### src/hw/mprs_defines.vh
// constants for the module power-off and reset sequencer
`ifndef MPRS_DEFINES_VH
`define MPRS_DEFINES_VH
`define MPRS_CLK_HZ        40000000
`define MPRS_CYC_PER_MS    (`MPRS_CLK_HZ / 1000)
`define MPRS_BOOT_MS       50
`define MPRS_REFREQ_MS     99
`define MPRS_RSTPU_MS      390
`define MPRS_CNT_W         32
`define MPRS_MS_W          12
`define MPRS_ST_W          5
`define MPRS_ST_OFF        5'h01
`define MPRS_ST_BOOT       5'h02
`define MPRS_ST_RUN        5'h04
`define MPRS_ST_SHUT       5'h08
`define MPRS_ST_IDLE       5'h10
`endif

### src/hw/mprs_sequencer.v
// device-side power-off, reset and boot sequencing logic of the modem module
`timescale 1ns/10ps
`include "mprs_defines.vh"
// Overview of operation
// - power control low or floating turns off
// - off command, shutdown tasks, then ok answer
// - reset input low resets device immediately
// - reset discards data, drivers and network link
// - warm reset keeps device power on
// - request reference clock within Ton minus Ton2
// - reset input pulled up within 390 ms
// - usb mode skips pcie link steps
// - power control high turns on, low off
module mprs_sequencer #(
  parameter BOOT_MS   = `MPRS_BOOT_MS,
  parameter REFREQ_MS = `MPRS_REFREQ_MS,
  parameter RSTPU_MS  = `MPRS_RSTPU_MS,
  parameter CYC_MS    = `MPRS_CYC_PER_MS
) (
  input  wire SYS_CLK_I,
  input  wire RSTN_I,
  input  wire CLK_EN_I,
  input  wire PWR_ON_I,
  input  wire PWR_ON_VALID_I,
  input  wire MOD_RSTN_I,
  input  wire USB_MODE_I,
  input  wire FUNC_OFF_REQ_I,
  input  wire SHUT_DONE_I,
  output wire PWR_EN_O,
  output wire CORE_RSTN_O,
  output wire CLEAR_STATE_O,
  output wire FUNC_OFF_OK_O,
  output wire REFCLK_REQ_O,
  output wire RST_PU_EN_O,
  output wire RUNNING_O
);
  // one-hot state codes
  localparam [`MPRS_ST_W-1:0]  ST_OFF    = `MPRS_ST_OFF;
  localparam [`MPRS_ST_W-1:0]  ST_BOOT   = `MPRS_ST_BOOT;
  localparam [`MPRS_ST_W-1:0]  ST_RUN    = `MPRS_ST_RUN;
  localparam [`MPRS_ST_W-1:0]  ST_SHUT   = `MPRS_ST_SHUT;
  localparam [`MPRS_ST_W-1:0]  ST_IDLE   = `MPRS_ST_IDLE;

  // counter end points, sized to the counters they are compared with
  localparam [`MPRS_CNT_W-1:0] CYC_LAST  = CYC_MS - 1;
  localparam [`MPRS_MS_W-1:0]  BOOT_LAST = BOOT_MS - 1;
  localparam [`MPRS_MS_W-1:0]  REQ_LAST  = REFREQ_MS - 1;
  localparam [`MPRS_MS_W-1:0]  PU_LIMIT  = RSTPU_MS;
  localparam [`MPRS_MS_W-1:0]  MS_MAX    = {`MPRS_MS_W{1'b1}};
  localparam [`MPRS_CNT_W-1:0] CYC_ZERO  = {`MPRS_CNT_W{1'b0}};
  localparam [`MPRS_MS_W-1:0]  MS_ZERO   = {`MPRS_MS_W{1'b0}};

  reg  [`MPRS_ST_W-1:0]  state_q;
  reg  [`MPRS_ST_W-1:0]  state_d;
  reg  [`MPRS_CNT_W-1:0] cyc_q;
  reg  [`MPRS_CNT_W-1:0] cyc_d;
  reg  [`MPRS_MS_W-1:0]  ms_q;
  reg  [`MPRS_MS_W-1:0]  ms_d;
  reg                    pwr_q;
  reg                    pwr_d;
  reg                    core_q;
  reg                    core_d;
  reg                    ok_q;
  reg                    ok_d;
  reg                    clk_req_q;
  reg                    clk_req_d;
  reg                    pu_q;
  reg                    pu_d;
  reg                    clr_q;
  reg                    clr_d;
  wire                   pwr_req;
  wire                   ms_tick;
  wire                   in_boot;
  wire                   st_change;
  wire                   boot_next;
  wire                   off_next;
  wire                   live_next;

  // a floating power control pin counts as low, so the device never boots from noise
  assign pwr_req   = PWR_ON_I & PWR_ON_VALID_I;
  assign ms_tick   = (cyc_q == CYC_LAST);
  assign in_boot   = (state_q == ST_BOOT);
  assign st_change = (state_d != state_q);
  assign boot_next = (state_d == ST_BOOT);
  assign off_next  = (state_d == ST_OFF);
  assign live_next = (state_d == ST_RUN) | (state_d == ST_SHUT) | (state_d == ST_IDLE);

  // power and handshake state machine
  always @* begin
    state_d = state_q;
    case (state_q)
      ST_OFF: begin
        if (pwr_req) begin
          state_d = ST_BOOT;
        end
      end
      ST_BOOT: begin
        if (!pwr_req) begin
          state_d = ST_OFF;
        end else if (ms_tick && ms_q == BOOT_LAST) begin
          state_d = ST_RUN;
        end
      end
      ST_RUN: begin
        if (!pwr_req) begin
          state_d = ST_OFF;
        end else if (FUNC_OFF_REQ_I) begin
          state_d = ST_SHUT;
        end
      end
      ST_SHUT: begin
        if (!pwr_req) begin
          state_d = ST_OFF;
        end else if (SHUT_DONE_I) begin
          state_d = ST_IDLE;
        end
      end
      ST_IDLE: begin
        // only a power-off is expected after the answer; the core stays as it is
        if (!pwr_req) begin
          state_d = ST_OFF;
        end
      end
      default: begin
        state_d = ST_OFF;
      end
    endcase
  end

  // cycle counter runs only while booting and restarts at each millisecond
  always @* begin
    if (st_change || !in_boot || ms_tick) begin
      cyc_d = CYC_ZERO;
    end else begin
      cyc_d = cyc_q + 1'b1;
    end
  end

  // millisecond counter saturates so a stuck boot cannot wrap it
  always @* begin
    ms_d = ms_q;
    if (st_change) begin
      ms_d = MS_ZERO;
    end else if (in_boot && ms_tick && ms_q != MS_MAX) begin
      ms_d = ms_q + 1'b1;
    end
  end

  // next values of the registered outputs
  always @* begin
    // the reset input never touches the supply, so a warm reset is no power cycle
    pwr_d     = ~off_next;
    core_d    = live_next & MOD_RSTN_I;
    clr_d     = off_next | ~MOD_RSTN_I;
    ok_d      = (state_q == ST_SHUT) & (state_d == ST_IDLE);
    // link clock is not needed on usb; ask once boot reaches REFREQ_MS-1 ms, or at link release if boot ends sooner
    clk_req_d = ~USB_MODE_I & ~off_next &
                (~boot_next | (in_boot & (ms_q >= REQ_LAST)));
    pu_d      = ~off_next & (~boot_next | (ms_q < PU_LIMIT));
  end

  always @(posedge SYS_CLK_I or negedge RSTN_I) begin
    if (!RSTN_I) begin
      state_q <= ST_OFF;
    end else if (CLK_EN_I) begin
      state_q <= state_d;
    end
  end

  always @(posedge SYS_CLK_I or negedge RSTN_I) begin
    if (!RSTN_I) begin
      cyc_q <= CYC_ZERO;
    end else if (CLK_EN_I) begin
      cyc_q <= cyc_d;
    end
  end

  always @(posedge SYS_CLK_I or negedge RSTN_I) begin
    if (!RSTN_I) begin
      ms_q <= MS_ZERO;
    end else if (CLK_EN_I) begin
      ms_q <= ms_d;
    end
  end

  always @(posedge SYS_CLK_I or negedge RSTN_I) begin
    if (!RSTN_I) begin
      pwr_q <= 1'b0;
    end else if (CLK_EN_I) begin
      pwr_q <= pwr_d;
    end
  end

  always @(posedge SYS_CLK_I or negedge RSTN_I) begin
    if (!RSTN_I) begin
      core_q <= 1'b0;
    end else if (CLK_EN_I) begin
      core_q <= core_d;
    end
  end

  always @(posedge SYS_CLK_I or negedge RSTN_I) begin
    if (!RSTN_I) begin
      clr_q <= 1'b1;
    end else if (CLK_EN_I) begin
      clr_q <= clr_d;
    end
  end

  always @(posedge SYS_CLK_I or negedge RSTN_I) begin
    if (!RSTN_I) begin
      ok_q <= 1'b0;
    end else if (CLK_EN_I) begin
      ok_q <= ok_d;
    end
  end

  always @(posedge SYS_CLK_I or negedge RSTN_I) begin
    if (!RSTN_I) begin
      clk_req_q <= 1'b0;
    end else if (CLK_EN_I) begin
      clk_req_q <= clk_req_d;
    end
  end

  always @(posedge SYS_CLK_I or negedge RSTN_I) begin
    if (!RSTN_I) begin
      pu_q <= 1'b0;
    end else if (CLK_EN_I) begin
      pu_q <= pu_d;
    end
  end

  // reset input acts combinationally so entry into reset is immediate
  assign CORE_RSTN_O   = core_q & MOD_RSTN_I;
  assign CLEAR_STATE_O = clr_q | ~MOD_RSTN_I;
  assign PWR_EN_O      = pwr_q;
  assign FUNC_OFF_OK_O = ok_q;
  assign REFCLK_REQ_O  = clk_req_q;
  assign RST_PU_EN_O   = pu_q;
  assign RUNNING_O     = core_q & MOD_RSTN_I;
endmodule

### config.mk
export PLATFORM = sky130hd
export DESIGN_NAME = mprs_sequencer
export DESIGN_NICKNAME = d
export VERILOG_FILES = /design/src/hw/mprs_sequencer.v
export VERILOG_INCLUDE_DIRS = /design/src /design/src/hw
export SDC_FILE = /design/constraint.sdc
export NUM_CORES = 1
export LEC_CHECK = 0
export BUFFER_PORTS_ARGS = -buffer_cell sky130_fd_sc_hd__buf_2
export CAP_MARGIN = 0
export CORE_ASPECT_RATIO = 0.5
export CORE_UTILIZATION = 62
export CTS_CLUSTER_DIAMETER = 50
export CTS_CLUSTER_SIZE = 10
export DETAILED_ROUTE_END_ITERATION = 16
export GPL_ROUTABILITY_DRIVEN = 0
export PLACE_DENSITY_LB_ADDON = 0.05
export SYNTH_ARGS = -nofsm -noshare
export SYNTH_HDL_FRONTEND = slang
export SYNTH_SLANG_ARGS = --single-unit
### constraint.sdc
create_clock -name SYS_CLK_I -period 2.8 [get_ports SYS_CLK_I]
set_input_delay 0.14 -clock SYS_CLK_I [delete_from_list [all_inputs] [get_ports SYS_CLK_I]]
set_output_delay 0.14 -clock SYS_CLK_I [all_outputs]
set_load 0.005 [all_outputs]
# Word-level counts from Yosys, hierarchy flattened
# Cells that the tools add are included.
[word_totals]
reg_bits = 55
input_bits = 9
[classes]
bitwise = 18
order_cmp = 2
add_sub_neg = 2
muxes = 12
eq_ne = 14
reduce_logical = 8
[ops]
columns = ["cell", "count"]
rows = [
  ["$mux 5", 8],
  ["$add 32x1->32 const B", 1],
  ["$eq 32x16->1 const B", 1],
  ["$mux 32", 1],
  ["$pmux 5 s5", 1],
  ["$mux 12", 2],
  ["$add 12x1->12 const B", 1],
  ["$eq 12x6->1 const B", 1],
  ["$ge 12x7->1 const B", 1],
  ["$lt 12x9->1 const B", 1],
  ["$ne 12x12->1 const B", 1],
  ["$eq 5x1->1 const B", 2],
  ["$eq 5x2->1 const B", 2],
  ["$eq 5x3->1 const B", 2],
  ["$eq 5x4->1 const B", 2],
  ["$eq 5x5->1 const B", 2],
  ["$and 1x1->1", 8],
  ["$or 1x1->1", 6],
  ["$ne 5x5->1", 1],
  ["$not 1->1", 4],
  ["$logic_and 1x1->1", 3],
  ["$logic_or 1x1->1", 2],
  ["$reduce_and 2->1", 1],
  ["$reduce_bool 2->1", 1],
  ["$logic_not 1->1", 1],
]

# Depth between registers and ports, before layout
# Gate-level depths: netlist of the first run.
[depth]
ltp_word = 9
ltp_mapped = 10

# Least setup slack after synthesis of the first run
# No wires, ideal clock.
[synth_timing]
kind = "reg-to-reg"
startpoint = "register cyc_q[6]"
endpoint = "register ms_q[8]"
arrival_time_ns = 2.002
path_buffers = 1
setup_slack_ns = 0.672
period_less_slack_ns = 2.128
stages_incl_launch_ff = 8
path_cell_list = "dfrtp_1 buf_6 nor4_4 nand4_2 nor4_4 nand2_2 o311a_1 a221o_1"
[synth_via]
elab_chain_cells = 8
elab_cells_between_ends = 11
[synth_rtl]
columns = ["item", "line", "rtl"]
rows = [
  ["start, declared", "mprs_sequencer.v:55", "reg [`MPRS_CNT_W-1:0] cyc_q;"],
  ["start signal, assigned", "mprs_sequencer.v:174", "cyc_q <= cyc_d;"],
  ["$eq 32x16->1 (*)", "mprs_sequencer.v:81", "assign ms_tick = (cyc_q == CYC_LAST);"],
  ["$logic_and 1x1->1", "mprs_sequencer.v:100", "end else if (ms_tick && ms_q == BOOT_LAST) begin"],
  ["$mux 5", "mprs_sequencer.v:100", ""],
  ["$mux 5", "mprs_sequencer.v:98", "if (!pwr_req) begin"],
  ["$pmux 5 s5", "mprs_sequencer.v:91", "case (state_q)"],
  ["$ne 5x5->1", "mprs_sequencer.v:83", "assign st_change = (state_d != state_q);"],
  ["$reduce_bool 2->1 (no source line)", "n/a", ""],
  ["$reduce_and 2->1 (no source line)", "n/a", ""],
  ["end signal, assigned", "mprs_sequencer.v:182", "ms_q <= ms_d;"],
  ["end, declared", "mprs_sequencer.v:57", "reg [`MPRS_MS_W-1:0] ms_q;"],
]
# Every way passes the cells marked *; elsewhere a longest branch is shown, timed or not.
# A chain may end at the register's enable or synchronous reset.

# Worst setup path after layout of the first run
[layout_timing]
startpoint = "register state_q[3]"
endpoint = "register ms_q[8]"
[layout_via]
elab_chain_cells = 6
elab_cells_between_ends = 20
[layout_rtl]
columns = ["item", "line", "rtl"]
rows = [
  ["start, declared", "mprs_sequencer.v:53", "reg [`MPRS_ST_W-1:0] state_q;"],
  ["start signal, assigned", "mprs_sequencer.v:166", "state_q <= state_d;"],
  ["$mux 5 (on tied branches)", "mprs_sequencer.v:114, mprs_sequencer.v:100, mprs_sequencer.v:107", ""],
  ["$mux 5 (on tied branches)", "mprs_sequencer.v:112, mprs_sequencer.v:98, mprs_sequencer.v:105", ""],
  ["$pmux 5 s5", "mprs_sequencer.v:91", ""],
  ["$ne 5x5->1", "mprs_sequencer.v:83", ""],
  ["$reduce_bool 2->1 (no source line)", "n/a", ""],
  ["$reduce_and 2->1 (no source line)", "n/a", ""],
]
# Parallel ways exist; a longest one is shown, timed or not.

==> results of run 1 <==
state kept, by name, indices dropped and copies added (netlist names):
name           count
REFCLK_REQ_O       1
ms_q              12
clr_q              1
cyc_q             32
FUNC_OFF_OK_O      1
RST_PU_EN_O        1
core_q             1
state_q            5
PWR_EN_O           1
timing repair:
item	CTS	global route
setup endpoints to repair	0	1
resized for setup	0	1
hold endpoints to repair	20	1
hold buffers	1	1
layout make-up:
cell class,count,area (sq um)
multi-input combinational,291,1937
fill,401,1461
sequential,55,1379
timing repair buffer,27,170.2
tap,70,87.58
clock buffer,7,76.32
inverter,11,41.29
clock inverter,1,5.005
worst paths after layout:
path / end / start / cells after the start / slack [ns]
setup / recovery: ms_q[8] / state_q[3] / 6 / 0.35
max in group asynchronous: state_q[0] / RSTN_I / 3 / 1.83
hold reg to reg: core_q / core_q / 1 / 0.49
min in group asynchronous: cyc_q[21] / RSTN_I / 2 / 0.30
setup reg to reg: ms_q[8] / state_q[3] / 6 / 0.35
hold / removal: clr_q / MOD_RSTN_I / 2 / -0.00007
report_power, final:
part	leakage (nW)	switching [mW]	total [mW]	internal (mW)
clock network	0.0422	0.262	0.439	0.177
registers	0.759	0.0140	0.821	0.807
logic	0.696	0.113	0.174	0.0613
critical path, delay by kind of cell, from the launching register on:
family	cells	cell delay, ns
compound gates	2	0.63
simple gates	4	1.18
flops	1	0.53
synthesized netlist by cell type (all sizes together) (2+ instances only):
| library cell | number |
|---|---|
| a21o | 2 |
| a21oi | 3 |
| a31oi | 8 |
| and2 | 6 |
| and3 | 5 |
| and4 | 2 |
| buf | 15 |
| clkbuf | 6 |
| dfrtp | 53 |
| dfstp | 2 |
| ha | 4 |
| inv | 11 |
| mux2i | 3 |
| nand2 | 37 |
| nand2b | 3 |
| nand3 | 28 |
| nand3b | 3 |
| nand4 | 13 |
| nand4b | 4 |
| nor2 | 47 |
| nor2b | 8 |
| nor3 | 10 |
| nor3b | 2 |
| nor4 | 19 |
| nor4b | 3 |
| o21ai | 13 |
| o2bb2ai | 6 |
| o31ai | 8 |
| o41ai | 4 |
| or2 | 2 |
| or3 | 4 |
| xnor2 | 14 |
| xor2 | 13 |
cell usage in the layout, fill, tap and decap left out, drive strengths merged, types with 2 or more instances in the layout:
| cell type | synthesis | layout |
|---|---|---|
| nor2b | 8 | 8 |
| nand4 | 13 | 13 |
| nand3b | 3 | 3 |
| xor2 | 13 | 13 |
| mux2i | 3 | 3 |
| or2 | 2 | 2 |
| nor2 | 47 | 47 |
| nor3b | 2 | 2 |
| a21oi | 3 | 3 |
| nor3 | 10 | 10 |
| and4 | 2 | 2 |
| nor4 | 19 | 19 |
| o31ai | 8 | 8 |
| dfrtp | 53 | 53 |
| and3 | 5 | 5 |
| nand3 | 28 | 28 |
| a31oi | 8 | 8 |
| ha | 4 | 4 |
| o41ai | 4 | 4 |
| inv | 11 | 11 |
| dfstp | 2 | 2 |
| clkbuf | 6 | 7 |
| a21o | 2 | 2 |
| buf | 15 | 25 |
| nand2 | 37 | 37 |
| nor4b | 3 | 3 |
| and2 | 6 | 6 |
| xnor2 | 14 | 14 |
| o2bb2ai | 6 | 6 |
| or3 | 4 | 4 |
| o21ai | 13 | 13 |
| nand4b | 4 | 4 |
| dlygate4sd3 | 0 | 2 |
| nand2b | 3 | 3 |
metal layers:
layer	GRT usage, %	vias to the layer above	routed length, um
met1	37.08	1441	3598
met2	47.35	92	3539
met4	6.849	0	54
met3	5.035	8	458
li1	-	1393	-
met5	0	-	0
kinds of logic after synthesis:
logic type               after synthesis
buffers and inverters                 32
flip-flops                            55
AO/OA/AOI/OAI                         58
multiplexers                           3
XOR/XNOR                              27
AND/OR/NAND/NOR                      199
adder cells (fa/ha/maj)                4
stage by stage:
step / setup WS (ns) / area, sq um / std cells / hold WS [ns] / total power, mW
floorplan: 0.6722 / 3493 / 378 / -0.1556 / 0.9539
global placement: 0.3772 / 3593 / 452 / 0.1159 / 0.9984
detailed placement: 0.2485 / 3593 / 452 / 0.1300 / 1.005
CTS: 0.2240 / 3685 / 461 / 0.002853 / 1.440
global route: 0.2373 / 3696 / 462 / 0.01035 / 1.492
finish: 0.3532 / 3696 / 462 / -0.00007250 / 1.433
==> impl_metrics.toml, run 1 <==
[critical_path]
timing.critical_path.arrival_ns = 2.65
path_class = "flip-flop to flip-flop"
slowest_stage = "sky130_fd_sc_hd__dfrtp_1"
critical_path.max_fanout = 10
startpoint_class_of_the_critical_path = "flip-flop"
worst-endpoint-required_ns = 3.00
cp_slowest_stage_delay_ns = 0.53
end_kind = "flip-flop"
crit_chain = "or3_4 > nand4b_4 > nor4_4 > nand2_2 > o311a_1 > a221o_1"

[clocking]
clock_tree.root_cell = "sky130_fd_sc_hd__clkbuf_8"
cts.path.max_buffers = 2
clk_transition_reported_paths_ns = 0.10
cts_tree = "yes"
number_of_buffers_added_for_setup_after_cts = 0
clock_tree.htree_level_count = 2
clk_latency_ns = 0.31
cts_inserted_buffers = 5
numClockSinks = 55

[global_route]
grt_antenna_before_repair = 0
gr-usage-all-layers_pct = 27.62
largest_net_degree_at_the_start_of_global_routing = 28
grt_overflow_total = 0
first_pass_grt_wire_length_um = 12410
grt_pass1_vias = 2614

[floorplan]
die_h_um = 55.08
total_number_of_placement_rows = 18
pin_count = 16
core_sq_um = 5157
die_footprint_sq_um = 5957
initial_core_util_pct = 67.73
floorplan.die.width_um = 108.2

[drt]
route.detailed.drc = 0
firstDrtPassIters = 5
detailroute.via_count = 2934
wl_per_cell_um = 16.56
finalWirelength_um = 7650
vias_per_cell = 6.351
ant_nets = 0
dr.first_iter.drc_count = 232

[yosys]
netlist_area_sq_um = 3493
netlist-cell-type-count = 65
netlist.area_leader.share_pct = 37.97
synth-adder-area-share_pct = 1.433
syn_nets = 391
synth_compound_gate_area_share_pct = 12.93
combinational_family_with_the_most_area_after_synthesis = "simple AND/OR/NAND/NOR gates"
post_synth_and_or_nand_nor_area_fraction_pct = 33.42
postSynthAreaPerCell_sq_um = 9.242
yosysSeqAreaShare_pct = 39.47
synth-seq-cells = 55
synth_enable_flop_cells = 0
postSynthCellCount = 378
synth.top_cells.by_area = "sky130_fd_sc_hd__dfrtp_1 (38%), sky130_fd_sc_hd__nor2_1 (5.1%), sky130_fd_sc_hd__nand3_1 (4.0%)"
synth.yosys.warnings = 0
ys.flop_type = "sky130_fd_sc_hd__dfrtp_1"
yosys.area.top_type = "sky130_fd_sc_hd__dfrtp_1"
synth.area.mux_share_pct = 0.8596
synthArstFlopShare_pct = 100.0
yosys.area_share.xor_xnor_pct = 6.769

[power]
irDropWorstVdd_mv = 0.2931
power.static_leakage_nw = 1.498
power_per_cell_area_nw_per_um2 = 387.8

[sta]
hold_violation_total_from_the_final_report = 1
max_slew_margin_pct = 50.06
setup_viol = 0
worst_skew_ns = 0.007766
unrepaired_setup_endpoints_after_global_routing = "false"
max_clock_freq_ghz = 0.4087
fin_setup_tns_ns = 0
maxSlewViolCount = 0
fin_hold_ws_ns = -0.00007250
finalCritPeriodShare_pct = 87.38
worst_slew_pin_slew_ns = 0.7482
fin_crit_ns = 2.447

[hold_path]
worstHoldPathType = "input port to flip-flop"

[layout]
fin_util_pct = 71.66
area_delta_synth_final_pct = 5.802
layout.nets = 404
antenna_cells = 0
drive_above_1_share_pct = 14.03

[flow_run]
drv_cap = 0

[status]
outcome = "finished with violations"
violations = "hold timing"

[place]
dpl.hpwl_um = 5411
port_buffers = 15
No activity file was read; power rests on OpenSTA's default activity.
==> run 2: changes to the inputs <==
Settings changed: CORE_UTILIZATION 62 to 64, CTS_BUF_LIST from default to sky130_fd_sc_hd__clkbuf_4 sky130_fd_sc_hd__clkbuf_8, CTS_CLUSTER_DIAMETER 50 to 150.
==> run 2 against run 1 <==
- the flow now finishes without violations
- global-route usage grew 0.59 points
- core utilization grew 1.1 points
- critical path type unchanged
- flip-flop and latch count is the same
==> impl_metrics.toml, run 2 (same netlist as run 1, synthesis figures left out) <==
[layout]
top_register = "cyc_q"
layout.nets = 404
layout_top_registers = "cyc_q x32, ms_q x12, state_q x5"
leading_cell_type_in_the_layout_fill_and_taps_excluded = "sky130_fd_sc_hd__dfrtp_1"
area_delta_synth_final_pct = 6.089
mostFrequentLayoutCells = "sky130_fd_sc_hd__dfrtp_1 (53), sky130_fd_sc_hd__nor2_1 (47), sky130_fd_sc_hd__nand2_1 (35), sky130_fd_sc_hd__nand3_1 (28), sky130_fd_sc_hd__buf_2 (15)"
drive_above_1_share_pct = 14.29
fin_util_pct = 72.81
largest_register_ff_count = 32
antenna_cells = 0
final_cell_area_sq_um = 3706

[drt]
route.detailed.drc = 0
firstDrtPassIters = 5
finalWirelength_um = 7416
detailroute.wirelength.met3_um = 352
highest-signal-layer = "met4"
met2WireLength_um = 3434
detailroute.via_count = 2925
ant_nets = 0
wl_per_cell_um = 16.05
drt-met1-wl_um = 3509
vias_per_cell = 6.331
dr.first_iter.drc_count = 165

[critical_path]
end_kind = "flip-flop"
crit_path_end = "ms_q[8]"
critical_path.max_fanout = 17
crit_chain = "inv_1 > ha_1 > nor4b_1 > nand4b_1 > nor4_2 > a221oi_4 > buf_4 > o311a_1 > a221o_1"
crit-reg2reg-launch = "ms_q[1]"
timing.reg2reg.setup_slack_ns = 0.30
timing.rr.end = "ms_q[8]"
path_class = "flip-flop to flip-flop"
slowest_stage = "sky130_fd_sc_hd__dfrtp_1"
worst-endpoint-required_ns = 3.01
reg2reg_depth = 9
startpoint_class_of_the_critical_path = "flip-flop"
worstSetupStartpoint = "ms_q[1]"
cp_slowest_stage_delay_ns = 0.44
timing.critical_path.arrival_ns = 2.71

[sta]
hold_violation_total_from_the_final_report = 0
worst_slew_pin_slew_ns = 0.9223
max_slew_margin_pct = 38.51
fin_setup_tns_ns = 0
maxSlewViolCount = 0
worst_skew_ns = 0.006156
post-route-worst-setup-slack_ns = 0.2969
unrepaired_setup_endpoints_after_global_routing = "false"
finalCritPeriodShare_pct = 89.40
fin_crit_ns = 2.503
fin_hold_ws_ns = 0.01495
setup_viol = 0
max_clock_freq_ghz = 0.3995

[global_route]
grt_pass1_vias = 2720
first_pass_grt_wire_length_um = 12560
largest_net_degree_at_the_start_of_global_routing = 32
grt_antenna_before_repair = 0
grt_overflow_total = 0
gr-usage-all-layers_pct = 28.20

[clocking]
cts.path.max_buffers = 2
cts_tree = "yes"
cts_inserted_buffers = 5
clock_tree.htree_level_count = 2
clock_tree.root_cell = "sky130_fd_sc_hd__clkbuf_8"
cts_resized = 0
number_of_buffers_added_for_setup_after_cts = 0
clk_transition_reported_paths_ns = 0.10
numClockSinks = 55
clk_latency_ns = 0.32

[place]
dpl.hpwl_um = 5365
dpl_worst_slack_ns = 0.3569
placed_cell_area_sq_um = 3593
port_buffers = 15

[status]
outcome = "finished clean"

[floorplan]
total_number_of_placement_rows = 18
die_h_um = 54.24
die_footprint_sq_um = 5776
core_sq_um = 5090
initial_core_util_pct = 68.63
pin_count = 16
floorplan.die.width_um = 106.5

[power]
irDropWorstVdd_mv = 0.2643
power.static_leakage_nw = 1.495
power_per_cell_area_nw_per_um2 = 392.7

[hold_path]
worstHoldPathType = "input port to flip-flop"

[flow_run]
drv_cap = 0
[run 2: report_power, final]
part	internal [mW]	switching [mW]	leakage (nW)
Combinational	0.0603	0.110	0.695
Clock	0.180	0.284	0.0408
Sequential	0.807	0.0149	0.759
Total	1.05	0.408	1.50
[run 2: cell type report]
type | count | area, sq um
multi-input combinational | 291 | 1936
fill | 399 | 1384
sequential | 55 | 1379
timing repair buffer | 27 | 170.2
tap | 70 | 87.58
clock buffer | 5 | 68.82
inverter | 11 | 41.29
clock inverter | 3 | 23.77
[run 2: repair_timing]
action / CTS / global route
endpoints found under the hold margin: 25 / 0
hold buffers: 2 / 0
endpoints found under the setup margin: 0 / 0
[run 2: worst min path at each step]
| stage | start | endpoint | slack, ns | depth (start not counted) |
|---|---|---|---|---|
| after detailed placement | RSTN_I | cyc_q[23] | 0.15 | 1 |
| after global routing | USB_MODE_I | REFCLK_REQ_O | 0.04 | 2 |
| after floorplan | RSTN_I | FUNC_OFF_OK_O | -0.16 | 0 |
| after CTS | USB_MODE_I | REFCLK_REQ_O | 0.01 | 2 |
| final | USB_MODE_I | REFCLK_REQ_O | 0.01 | 2 |
| after global placement | RSTN_I | cyc_q[25] | 0.14 | 1 |
[run 2: critical path: cells and delay by family (launching register included)]
kind | cells | cell delay [ns]
and+or+nand+nor | 3 | 0.89
DFF | 1 | 0.44
buffers and inverters | 2 | 0.37
AOI/OAI and AO/OA | 3 | 0.52
adders and majority gates | 1 | 0.18
[run 2: through the flow]
| step | power, mW | std cells |
|---|---|---|
| 2_1_floorplan | 0.9539 | 378 |
| 5_1_grt | 1.514 | 462 |
| 4_1_cts | 1.463 | 462 |
| 3_3_place_gp | 0.9976 | 452 |
| 6_report | 1.455 | 462 |
| 3_5_place_dp | 1.004 | 452 |
[run 2: routing by layer]
layer / GRT usage (%) / vias to the layer above
met4: 11.42 / 0
li1: - / 1399
met5: 0 / -
met2: 46.43 / 85
met1: 37.76 / 1425
met3: 5.595 / 16
==> run 3: changes to the inputs <==
Settings changed: CORE_UTILIZATION 64 to 67.
Clock period 2.8 ns to 3.07 ns, I/O delays scaled along.
==> run 3 against run 2 <==
- clock skew is 0.0041 ns higher
- combinational power is 14% lower
- sequential power decreased by 8.5%
- maximum frequency shrank 5.5%
- worst setup slack gained 0.12 ns
- sequential share of layout area up 0.50 points
==> impl_metrics.toml, run 3 (same netlist as run 1, synthesis figures left out) <==
[status]
outcome = "finished clean"

[place]
port_buffers = 15
dpl_worst_slack_ns = 0.4937
place_inst = 445
dpl.hpwl_um = 5314

[sta]
fin_crit_ns = 2.649
maxSlewViolCount = 0
unrepaired_setup_endpoints_after_global_routing = "false"
post-route-worst-setup-slack_ns = 0.4206
fin_setup_tns_ns = 0
max_clock_freq_ghz = 0.3774
setup_viol = 0
finalCritPeriodShare_pct = 86.30
max_slew_margin_pct = 44.80
fin_hold_ws_ns = 0.01568
hold_violation_total_from_the_final_report = 0
worst_skew_ns = 0.01031
worst_slew_pin_slew_ns = 0.8281

[layout]
leading_cell_type_in_the_layout_fill_and_taps_excluded = "sky130_fd_sc_hd__dfrtp_1"
layout.nets = 396
mostFrequentLayoutCells = "sky130_fd_sc_hd__dfrtp_1 (53), sky130_fd_sc_hd__nor2_1 (47), sky130_fd_sc_hd__nand2_1 (35), sky130_fd_sc_hd__nand3_1 (28), sky130_fd_sc_hd__buf_2 (15)"
antenna_cells = 0
drive_above_1_share_pct = 12.53
area_delta_synth_final_pct = 4.692
layout.cells.non_filler = 453
largest_register_ff_count = 32
layout_top_registers = "cyc_q x32, ms_q x12, state_q x5"
top_register = "cyc_q"

[power]
post-layout-total-power_mw = 1.373
irDropWorstVdd_mv = 0.2780
power_per_cell_area_nw_per_um2 = 375.4
power.static_leakage_nw = 1.464

[clocking]
cts_tree = "yes"
clk_latency_ns = 0.31
clock_tree.root_cell = "sky130_fd_sc_hd__clkbuf_8"
numClockSinks = 55
cts_inserted_buffers = 5
cts_hold_buffers = 1
cts_resized = 0
clk_transition_reported_paths_ns = 0.10
cts.path.max_buffers = 2
clock_tree.htree_level_count = 2
number_of_buffers_added_for_setup_after_cts = 0

[drt]
dr.first_iter.drc_count = 124
finalWirelength_um = 7428
detailroute.via_count = 2876
firstDrtPassIters = 4
ant_nets = 0
vias_per_cell = 6.349
route.detailed.drc = 0
wl_per_cell_um = 16.40

[critical_path]
crit_chain = "or3_4 > nor4_2 > o221ai_2 > a221oi_4 > inv_2 > o311ai_2"
slowest_stage = "sky130_fd_sc_hd__a221oi_4"
worst-endpoint-required_ns = 3.27
critical_path.max_fanout = 17
end_kind = "flip-flop"
startpoint_class_of_the_critical_path = "flip-flop"
timing.critical_path.arrival_ns = 2.85
cp_slowest_stage_delay_ns = 0.66
path_class = "flip-flop to flip-flop"

[floorplan]
die_footprint_sq_um = 5524
core_sq_um = 4977
die_h_um = 53.06
pin_count = 16
floorplan.die.width_um = 104.1
total_number_of_placement_rows = 18
initial_core_util_pct = 70.19

[global_route]
first_pass_grt_wire_length_um = 12760
grt_pass1_vias = 2707
largest_net_degree_at_the_start_of_global_routing = 37
gr-usage-all-layers_pct = 29.75
grt_overflow_total = 0
grt_antenna_before_repair = 0

[hold_path]
worstHoldPathType = "input port to flip-flop"

[flow_run]
drv_cap = 0
## run 3: final timing paths
check / start / endpoint / slack (ns) / cells after the start
worst min-delay path: MOD_RSTN_I / clr_q / 0.02 / 2
worst max-delay path: state_q[4] / ms_q[6] / 0.42 / 6
min in group asynchronous: RSTN_I / cyc_q[25] / 0.45 / 2
max in group asynchronous: RSTN_I / state_q[0] / 1.78 / 3
worst max register to register: state_q[4] / ms_q[6] / 0.42 / 6
worst min register to register: FUNC_OFF_OK_O / FUNC_OFF_OK_O / 0.49 / 2
## run 3: where the power goes
group	leakage (nW)	total (mW)	switching, mW	internal, mW
clock network	0.0502	0.475	0.237	0.239
logic	0.654	0.146	0.0968	0.0491
registers	0.759	0.752	0.0157	0.736
## run 3: per-stage QoR
stage	instance area, sq um	util, %
after detailed placement	3541	71.14
after global routing	3657	73.48
after floorplan	3493	-
final	3657	73.48
after CTS	3657	73.48
after global placement	3541	71.14
## run 3: layer usage
metal  global-route usage (%)  routed length [um]
met5                        0                   0
met4                    7.857                  87
met2                    51.67                3485
met1                    39.33                3528
met3                    5.172                 327
## run 3: layout make-up
type / count / area, sq um
clock buffer: 5 / 68.82
clock inverter: 2 / 37.54
sequential: 55 / 1379
inverter: 11 / 41.29
tap: 70 / 87.58
multi-input combinational: 291 / 1936
fill: 393 / 1320
timing repair buffer: 19 / 107.6
## run 3: worst max-delay path: cells and delay by family, from the launching register on
kind | cells | cell delay [ns]
simple gates | 2 | 0.71
compound gates | 3 | 1.17
flops | 1 | 0.57
buf+inv | 1 | 0.08
